### config.mk
export PLATFORM = sky130hd
export DESIGN_NAME = dsg_guard
export DESIGN_NICKNAME = d
export VERILOG_FILES = /design/src/dsg_guard.v
export VERILOG_INCLUDE_DIRS = /design/src
export SDC_FILE = /design/constraint.sdc
export NUM_CORES = 1
export LEC_CHECK = 0
export BUFFER_PORTS_ARGS = -buffer_cell sky130_fd_sc_hd__buf_2
export CAP_MARGIN = 10
export CORE_UTILIZATION = 35
export DETAILED_ROUTE_END_ITERATION = 12
export PLACE_DENSITY = 0.47
export SYNTH_ARGS = -nofsm -noshare
export SYNTH_HDL_FRONTEND = slang
export SYNTH_SLANG_ARGS = --single-unit
### constraint.sdc
create_clock -name clk_sys -period 10.4 [get_ports clk_sys]
set_input_delay 1.56 -clock clk_sys [delete_from_list [all_inputs] [get_ports clk_sys]]
set_output_delay 1.56 -clock clk_sys [all_outputs]
set_load 0.03 [all_outputs]
### src/dsg_consts.vh
// Purpose: constants for the soft gain ramp and long power guard
// Assumes: 8-bit register port, 12-bit register addresses
// Notes: all offsets, banked single-bit field positions and 8-bit register reset values live here
`ifndef DSG_CONSTS_VH
`define DSG_CONSTS_VH

`define DSG_ADDR_W          12
`define DSG_BANKS           2
`define DSG_A_BANK_SEL      12'h008
`define DSG_A_IRQ_ROUTE     12'h4bc
`define DSG_A_GAIN_CTRL     12'h580
`define DSG_A_FADE_OUT_EN   12'h581
`define DSG_A_FADE_IN_EN    12'h582
`define DSG_A_LIMIT_LO      12'h583
`define DSG_A_LIMIT_HI      12'h584
`define DSG_A_LONG_CTRL     12'h585
`define DSG_A_READ_LO       12'h586
`define DSG_A_READ_HI       12'h587

`define DSG_RST_GAIN_CTRL   8'h00
`define DSG_RST_FADE_OUT    8'hc6
`define DSG_RST_FADE_IN     8'h40
`define DSG_RST_ZERO        8'h00

`define DSG_B_RAMP_GATE     7
`define DSG_B_SHORT_FADE    7
`define DSG_B_LONG_FADE     6
`define DSG_B_LINK_FADE     3
`define DSG_B_ROT_FADE      2
`define DSG_B_TXG_FADE      1
`define DSG_B_SW_OFF        0
`define DSG_B_SW_ON         7
`define DSG_B_LEVEL_ON      6
`define DSG_B_LONG_EN       7

`define DSG_GAIN_STEPS      6'd32
`define DSG_RAMP_BASE_EXP   8
`define DSG_WIN_BASE_EXP    9
`define DSG_PA_MAIN_MUL     4
`define DSG_PA_CHAN_MUL     8
`define DSG_PA_PLAIN        32
`define DSG_MSB_BITS        6

`endif

### src/dsg_guard.v
// Purpose: soft gain ramp and long average power guard, banked per main converter
// Assumes: all inputs synchronous to clk_sys; gain_q: 0 = zero, 32 = unity
// Notes: register reads return data one cycle after the read strobe
//
// Added by the designer: the strobed register port.
`timescale 1ns/1ns
`include "dsg_consts.vh"

module dsg_guard
(
	// clock and reset
	input  wire        clk_sys,
	input  wire        rst_n,
	// register port
	input  wire [11:0] reg_addr,
	input  wire [7:0]  reg_wdata,
	input  wire        reg_wr,
	input  wire        reg_rd,
	output reg  [7:0]  reg_rdata,
	// fault and event sources, one bit per bank; rotation_arm and link_irq_trigger are single bits
	input  wire [1:0]  short_power_fault,
	input  wire [1:0]  link_fault,
	input  wire [1:0]  sync_rotation,
	input  wire        rotation_arm,
	input  wire [1:0]  transmit_gate_input,
	input  wire        link_irq_trigger,
	// interpolation setup, shared by both banks
	input  wire [3:0]  main_interp,
	input  wire [3:0]  chan_interp,
	// sample streams, 16-bit signed per bank
	input  wire [31:0] sample_i,
	input  wire [31:0] sample_q,
	// outputs
	output reg         interrupt_pin_a,
	output reg         interrupt_pin_b,
	output wire [11:0] gain_level,
	output wire [1:0]  ramping
);

	////////////////////////////////////////////////////////////////////////
	// shared registers
	reg  [0:0] converter_bank_select_q;
	reg        link_irq_pin_select_q;

	always @(posedge clk_sys)
	begin
		if (!rst_n)
		begin
			converter_bank_select_q <= 1'b0;
			link_irq_pin_select_q   <= 1'b0;
			interrupt_pin_a         <= 1'b0;
			interrupt_pin_b         <= 1'b0;
		end
		else
		begin
			if (reg_wr && reg_addr == `DSG_A_BANK_SEL)
				converter_bank_select_q <= reg_wdata[0];
			if (reg_wr && reg_addr == `DSG_A_IRQ_ROUTE)
				link_irq_pin_select_q <= reg_wdata[0];
			interrupt_pin_a <= link_irq_trigger & ~link_irq_pin_select_q;
			interrupt_pin_b <= link_irq_trigger & link_irq_pin_select_q;
		end
	end

	////////////////////////////////////////////////////////////////////////
	// averaging clock period in system clocks, common to both banks
	reg  [31:0] pa_full;
	wire [7:0]  pa_period = pa_full[7:0];

	always @*
	begin
		if (main_interp > 4'd1)
			pa_full = `DSG_PA_MAIN_MUL * {28'h0000000, main_interp};
		else if (chan_interp > 4'd1)
			pa_full = `DSG_PA_CHAN_MUL * {28'h0000000, main_interp};
		else
			pa_full = `DSG_PA_PLAIN;
	end

	////////////////////////////////////////////////////////////////////////
	// per-bank state
	localparam ST_ZERO  = 4'b0001;
	localparam ST_UP    = 4'b0010;
	localparam ST_UNITY = 4'b0100;
	localparam ST_DOWN  = 4'b1000;

	reg [7:0]  gain_ctrl_q  [0:1];
	reg [7:0]  fade_out_q   [0:1];
	reg [7:0]  fade_in_q    [0:1];
	reg [7:0]  limit_lo_q   [0:1];
	reg [4:0]  limit_hi_q   [0:1];
	reg [7:0]  long_ctrl_q  [0:1];
	reg [12:0] reading_q    [0:1];
	reg [3:0]  state_q      [0:1];
	reg [5:0]  gain_q       [0:1];
	reg [14:0] step_cnt_q   [0:1];
	reg        txg_prev_q   [0:1];
	reg [7:0]  pa_cnt_q     [0:1];
	reg [36:0] acc_q        [0:1];
	reg [24:0] win_cnt_q    [0:1];
	reg        long_fault_q [0:1];
	reg        sw_off_q     [0:1];
	reg        sw_on_q      [0:1];

	genvar b;
	generate
		for (b = 0; b < `DSG_BANKS; b = b + 1)
		begin : g_bank
			wire        sel = (converter_bank_select_q == b);
			wire        wr  = reg_wr & sel;
			wire [12:0] limit = {limit_hi_q[b], limit_lo_q[b]};
			wire [5:0]  i6 = sample_i[16*b+15 -: `DSG_MSB_BITS];
			wire [5:0]  q6 = sample_q[16*b+15 -: `DSG_MSB_BITS];
			wire [5:0]  ia = i6[5] ? (~i6 + 6'h01) : i6;
			wire [5:0]  qa = q6[5] ? (~q6 + 6'h01) : q6;
			wire [11:0] isq = ia * ia;
			wire [11:0] qsq = qa * qa;
			wire [12:0] pwr = {1'b0, isq} + {1'b0, qsq};
			wire [3:0]  texp = long_ctrl_q[b][3:0];
			// longest window is 2^24 periods, so counter and sum are sized for it
			wire [24:0] win_len = 25'h0000001 << (`DSG_WIN_BASE_EXP + texp);
			wire [36:0] acc_sum = acc_q[b] + {24'h000000, pwr};
			wire [36:0] avg = acc_sum >> (`DSG_WIN_BASE_EXP + texp);
			wire [2:0]  rate = gain_ctrl_q[b][2:0];
			// 2^(rate+8) clocks over 32 steps: 2^(rate+3) clocks a step
			wire [14:0] step_len = 15'h0008 << rate;
			wire        gate = gain_ctrl_q[b][`DSG_B_RAMP_GATE];
			wire        txg_fall = txg_prev_q[b] & ~transmit_gate_input[b];
			wire        off_req =
				(short_power_fault[b] & fade_out_q[b][`DSG_B_SHORT_FADE]) |
				(long_fault_q[b] & fade_out_q[b][`DSG_B_LONG_FADE]) |
				(link_fault[b] & fade_out_q[b][`DSG_B_LINK_FADE]) |
				(sync_rotation[b] & rotation_arm &
				 fade_out_q[b][`DSG_B_ROT_FADE]) |
				(txg_fall & fade_out_q[b][`DSG_B_TXG_FADE]) |
				sw_off_q[b];
			// level condition: long power back under the limit after a window
			wire        level_ok = long_ctrl_q[b][`DSG_B_LONG_EN] &
			                       reading_q[b] <= limit;
			wire        on_req = (level_ok & fade_in_q[b][`DSG_B_LEVEL_ON]) |
			                     sw_on_q[b];
			wire        win_end = long_ctrl_q[b][`DSG_B_LONG_EN] &
			                      pa_cnt_q[b] == 8'h00 &&
			                      win_cnt_q[b] == win_len - 25'h0000001;

			assign gain_level[6*b+5 -: 6] = gain_q[b];
			assign ramping[b] = (state_q[b] == ST_UP) | (state_q[b] == ST_DOWN);

			always @(posedge clk_sys)
			begin
				if (!rst_n)
				begin
					gain_ctrl_q[b]  <= `DSG_RST_GAIN_CTRL;
					fade_out_q[b]   <= `DSG_RST_FADE_OUT;
					fade_in_q[b]    <= `DSG_RST_FADE_IN;
					limit_lo_q[b]   <= `DSG_RST_ZERO;
					limit_hi_q[b]   <= 5'h00;
					long_ctrl_q[b]  <= `DSG_RST_ZERO;
					reading_q[b]    <= 13'h0000;
					state_q[b]      <= ST_UNITY;
					gain_q[b]       <= `DSG_GAIN_STEPS;
					step_cnt_q[b]   <= 15'h0000;
					txg_prev_q[b]   <= 1'b0;
					pa_cnt_q[b]     <= 8'h00;
					acc_q[b]        <= 37'h0000000000;
					win_cnt_q[b]    <= 25'h0000000;
					long_fault_q[b] <= 1'b0;
					sw_off_q[b]     <= 1'b0;
					sw_on_q[b]      <= 1'b0;
				end
				else
				begin
					txg_prev_q[b] <= transmit_gate_input[b];
					sw_off_q[b] <= 1'b0;
					sw_on_q[b]  <= 1'b0;
					// register writes, banked
					if (wr)
					begin
						case (reg_addr)
						`DSG_A_GAIN_CTRL:
							gain_ctrl_q[b] <= {reg_wdata[7], 4'h0, reg_wdata[2:0]};
						`DSG_A_FADE_OUT_EN:
						begin
							fade_out_q[b] <= {reg_wdata[7:6], 2'b00, reg_wdata[3:0]};
							sw_off_q[b] <= reg_wdata[`DSG_B_SW_OFF];
						end
						`DSG_A_FADE_IN_EN:
						begin
							fade_in_q[b] <= reg_wdata;
							sw_on_q[b] <= reg_wdata[`DSG_B_SW_ON];
						end
						`DSG_A_LIMIT_LO:
							limit_lo_q[b] <= reg_wdata;
						`DSG_A_LIMIT_HI:
							limit_hi_q[b] <= reg_wdata[4:0];
						`DSG_A_LONG_CTRL:
							long_ctrl_q[b] <= {reg_wdata[7], 3'h0, reg_wdata[3:0]};
						default:
							;
						endcase
					end

					// long power averaging
					if (!long_ctrl_q[b][`DSG_B_LONG_EN])
					begin
						// held idle and cleared while disabled
						pa_cnt_q[b]     <= 8'h00;
						win_cnt_q[b]    <= 25'h0000000;
						acc_q[b]        <= 37'h0000000000;
						long_fault_q[b] <= 1'b0;
					end
					else if (pa_cnt_q[b] == 8'h00)
					begin
						// one sample per averaging clock period
						pa_cnt_q[b] <= pa_period - 8'h01;
						if (win_end)
						begin
							// the last sample of the window is part of its sum
							reading_q[b] <= avg[12:0] | {13{|avg[36:13]}};
							long_fault_q[b] <= (avg[12:0] > limit) | (|avg[36:13]);
							acc_q[b] <= 37'h0000000000;
							win_cnt_q[b] <= 25'h0000000;
						end
						else
						begin
							acc_q[b] <= acc_sum;
							win_cnt_q[b] <= win_cnt_q[b] + 25'h0000001;
						end
					end
					else
						pa_cnt_q[b] <= pa_cnt_q[b] - 8'h01;

					// gain ramp
					case (state_q[b])
					ST_UNITY:
						if (gate && off_req)
						begin
							state_q[b] <= ST_DOWN;
							step_cnt_q[b] <= 15'h0000;
						end
					ST_ZERO:
						if (gate && on_req)
						begin
							state_q[b] <= ST_UP;
							step_cnt_q[b] <= 15'h0000;
						end
					ST_DOWN, ST_UP:
						if (step_cnt_q[b] == step_len - 15'h0001)
						begin
							step_cnt_q[b] <= 15'h0000;
							if (state_q[b] == ST_DOWN)
							begin
								gain_q[b] <= gain_q[b] - 6'h01;
								if (gain_q[b] == 6'h01)
									state_q[b] <= ST_ZERO;
							end
							else
							begin
								gain_q[b] <= gain_q[b] + 6'h01;
								if (gain_q[b] == `DSG_GAIN_STEPS - 6'h01)
									state_q[b] <= ST_UNITY;
							end
						end
						else
							step_cnt_q[b] <= step_cnt_q[b] + 15'h0001;
					default:
						state_q[b] <= ST_UNITY;
					endcase
				end
			end
		end
	endgenerate

	////////////////////////////////////////////////////////////////////////
	// read port, banked registers follow the bank select
	wire bs = converter_bank_select_q[0];

	always @(posedge clk_sys)
	begin
		if (!rst_n)
			reg_rdata <= 8'h00;
		else if (reg_rd)
		begin
			case (reg_addr)
			`DSG_A_BANK_SEL:    reg_rdata <= {7'h00, converter_bank_select_q};
			`DSG_A_IRQ_ROUTE:   reg_rdata <= {7'h00, link_irq_pin_select_q};
			`DSG_A_GAIN_CTRL:   reg_rdata <= gain_ctrl_q[bs];
			`DSG_A_FADE_OUT_EN: reg_rdata <= fade_out_q[bs];
			`DSG_A_FADE_IN_EN:  reg_rdata <= fade_in_q[bs];
			`DSG_A_LIMIT_LO:    reg_rdata <= limit_lo_q[bs];
			`DSG_A_LIMIT_HI:    reg_rdata <= {3'h0, limit_hi_q[bs]};
			`DSG_A_LONG_CTRL:   reg_rdata <= long_ctrl_q[bs];
			`DSG_A_READ_LO:     reg_rdata <= reading_q[bs][7:0];
			`DSG_A_READ_HI:     reg_rdata <= {3'h0, reading_q[bs][12:8]};
			default:            reg_rdata <= 8'h00;
			endcase
		end
		else
			reg_rdata <= 8'h00;
	end

endmodule

==> results_dict.tcl <==
set metrics [dict create \
    setup-violations-final 0 \
    finalMaxSlewViolations 0 \
    gp_congestion 0.8846 \
    hold_end "interrupt_pin_a$_SDFF_PN0_" \
    ir_drop_mv 0.1678 \
    critPathMaxStageDelay_ns 0.55 \
    start_kind "input port" \
    synth-edff-count 289 \
    reg2reg_depth 27 \
    path_buf_inv 5 \
    drive_above_1_share_pct 9.745 \
    ys_seq_elements 309 \
    vias 21210 \
    rows 99 \
    numPortBuffers 88 \
    htree_levels 2 \
    p_leak_nw 11.51 \
    holdBufCountCts 0 \
    cp_slowest_cell "fa_1" \
    crit_top_cell "fa_1" \
    fin_worst_skew_ns 0.01779 \
    async_reset_ff_share_pct 0 \
    root_buffer "clkbuf_16" \
    end_kind "register" \
    grt_max_degree 63 \
    die_y_um 274.1 \
    timing.rr.end "long_fault_q[1]$_DFF_P_" \
    cts_buffers 41 \
    core_mm2 0.07308 \
    ys.flop_type "edfxtp_1" \
    holdCritPathClass "register to register" \
    cts.sinks 309 \
    dr.pass1.iters 7 \
    final_common_cell "nor2_1" \
    first_global_vias 21020 \
    power_density_mw_per_mm2 170.7 \
    drc_errors 0 \
    die_x_um 274.1 \
    die_area_mm2 0.07511 \
    post_cts_resized 0 \
    post_cts_buffers 0 \
    initial_core_util_pct 35.45 \
    rsz0062_at_grt "false" \
    whs_path_depth 1 \
    tritoncts "done" \
    synth_top_area_cell "edfxtp_1" \
    grt_pass1_wl_um 117600 \
    hold_violations 0 \
    drt_first_iter_violations 1523 \
    layoutNonFillerInstCount 3935 \
    cts_buffer_depth 3 \
    fin_nets 3277 \
    routed_via_density 5.390 \
    worst_ep_required_time_ns 10.71 \
    crit_type "input port to register" \
    diodes 0 \
    critPathTopFamily "adder cells" \
    rrSetupSlack_ns 3.08 \
    tns_ns 0 \
    dpl.cell_count 3859 \
    synth_top_area_share_pct 33.50 \
    syn_to_final_growth_pct 11.86 \
    clk_latency_ns 0.58 \
    yosysSeqAreaShare_pct 35.05 \
    finalCritPeriodShare_pct 93.27 \
    min_from "link_irq_pin_select_q$_SDFFE_PN0P_" \
    critPathMaxFanout 7 \
    slew_headroom_pct 23.31 \
    antenna_found_initial 0 \
    syn_area_mm2 0.02590 \
    outcome "completed" \
    yosys_warnings 0 \
    ios 130 \
    grt_use_total_pct 19.63 \
    clk_pin_slew_worst_paths_ns 0.06 \
    synth.avg_cell_area_um2 9.089 \
    drtAntennaViolNets 0 \
    final_cell_mix "nor2_1, edfxtp_1, inv_1" \
    synth_area_leaders "edfxtp_1, ha_1, fa_1" \
    regToRegStartpoint "acc_q[1][6]$_SDFFCE_PN0P_" \
    arrival_ns 10.01 \
    synth_cells 2850 \
    drv_cap 0 \
    period_needed_ns 9.700 \
    dp_hpwl_um 55110 \
    ys_types 101 \
    worst_pin_slew_ns 1.143 \
    gr-total-overflow 0 \
    wl_um 73530 \
    fmax_mhz 103.1 \
    post_drt_wl_per_cell_um 18.69 \
]
-- cell families (layout without fill, tap and decap cells) --
| group | after synthesis | count (layout) | synth area share, % |
|---|---|---|---|
| mux | 99 | 99 | 4.221 |
| simple gates | 1062 | 1062 | 19.79 |
| buf+inv | 385 | 484 | 5.714 |
| compound gates | 551 | 551 | 14.43 |
| other cells | 1 | 28 | 0.01448 |
| xor+xnor | 216 | 216 | 7.332 |
| flops | 309 | 309 | 35.05 |
| fa+ha+maj | 227 | 227 | 13.46 |
-- worst max-delay path by stage --
stage,from,end,slack (ns),cells past startpoint
3_5_place_dp,sample_q[10],long_fault_q[0]$_DFFE_PP_,0.19,37
2_1_floorplan,sample_q[11],long_fault_q[0]$_DFFE_PP_,1.18,35
6_report,sample_q[10],long_fault_q[0]$_DFFE_PP_,0.70,37
3_3_place_gp,sample_q[10],long_fault_q[0]$_DFFE_PP_,0.23,37
5_1_grt,sample_q[10],long_fault_q[0]$_DFFE_PP_,0.18,38
4_1_cts,sample_q[10],long_fault_q[0]$_DFFE_PP_,0.75,37
-- registers in the layout, summed over array words and instances (netlist names), 10 cells and up, named ones only --
| signal | cells |
|---|---|
| step_cnt_q | 30 |
| fade_in_q | 16 |
| win_cnt_q | 50 |
| gain_q | 12 |
| acc_q | 74 |
| fade_out_q | 12 |
| limit_hi_q | 10 |
| limit_lo_q | 16 |
| long_ctrl_q | 10 |
| reading_q | 26 |
| pa_cnt_q | 16 |
-- worst reg2reg max path: cells and delay by family, from the launching register on --
family,cells,cell delay (ns)
AND/OR/NAND/NOR,3,0.30
flip-flops,1,0.43
AO/OA/AOI/OAI,14,2.78
adder cells (fa/ha/maj),6,2.66
XOR/XNOR,1,0.38
multiplexers,2,0.53
buffers and inverters,1,0.08
-- synth_stat cells, types with 20 or more instances --
library cell,n
dfxtp_1,20
nand2b_1,28
mux2_2,22
nand4_1,53
mux2i_1,71
fa_1,86
inv_1,257
edfxtp_1,289
nand3_1,93
nand2_1,224
ha_1,141
nor2_1,374
nor3_1,56
a211oi_1,36
xnor2_1,126
o21a_1,26
a21oi_1,137
clkbuf_1,97
o22ai_1,26
xor2_1,89
and3_1,62
o211ai_1,23
and2_1,24
nor2b_1,30
o21ai_0,97
or3_1,27
-- per-stage QoR --
step | hold WS [ns] | cell area [um2] | utilization (%) | power, mW | setup WS, ns
after floorplan | 0.4213 | 26010 | - | 2.983 | 1.178
after global placement | 0.4351 | 27610 | 37.78 | 3.504 | 0.2335
after detailed placement | 0.4466 | 27610 | 37.78 | 3.514 | 0.1857
after CTS | 0.4826 | 28970 | 39.64 | 5.017 | 0.7452
after global routing | 0.5040 | 28980 | 39.65 | 5.331 | 0.1772
final | 0.4767 | 28980 | 39.65 | 4.946 | 0.6999
-- cell type report --
| class | count | area (um2) |
|---|---|---|
| Clock buffer | 55 | 1109 |
| Clock inverter | 20 | 251.5 |
| Fill cell | 7383 | 44110 |
| Inverter | 260 | 975.9 |
| Multi-Input combinational cell | 2183 | 15460 |
| Sequential cell | 309 | 9080 |
| Tap cell | 959 | 1200 |
| Timing Repair Buffer | 149 | 895.9 |
-- power breakdown --
part,internal [mW],leakage (nW),switching (mW)
clock network,0.876,0.667,0.583
logic,0.798,7.62,1.21
registers,1.42,3.22,0.0632
-- routing by layer --
metal  global-route usage [%]  vias up  wire length, um
li1                         -    10340                -
met1                    27.09    10390            34690
met2                    32.72      403            34740
met3                    2.373       79             2868
met4                    4.357        0             1238
met5                        0        -                0
Note: power is estimated with default switching activity, not from simulation.
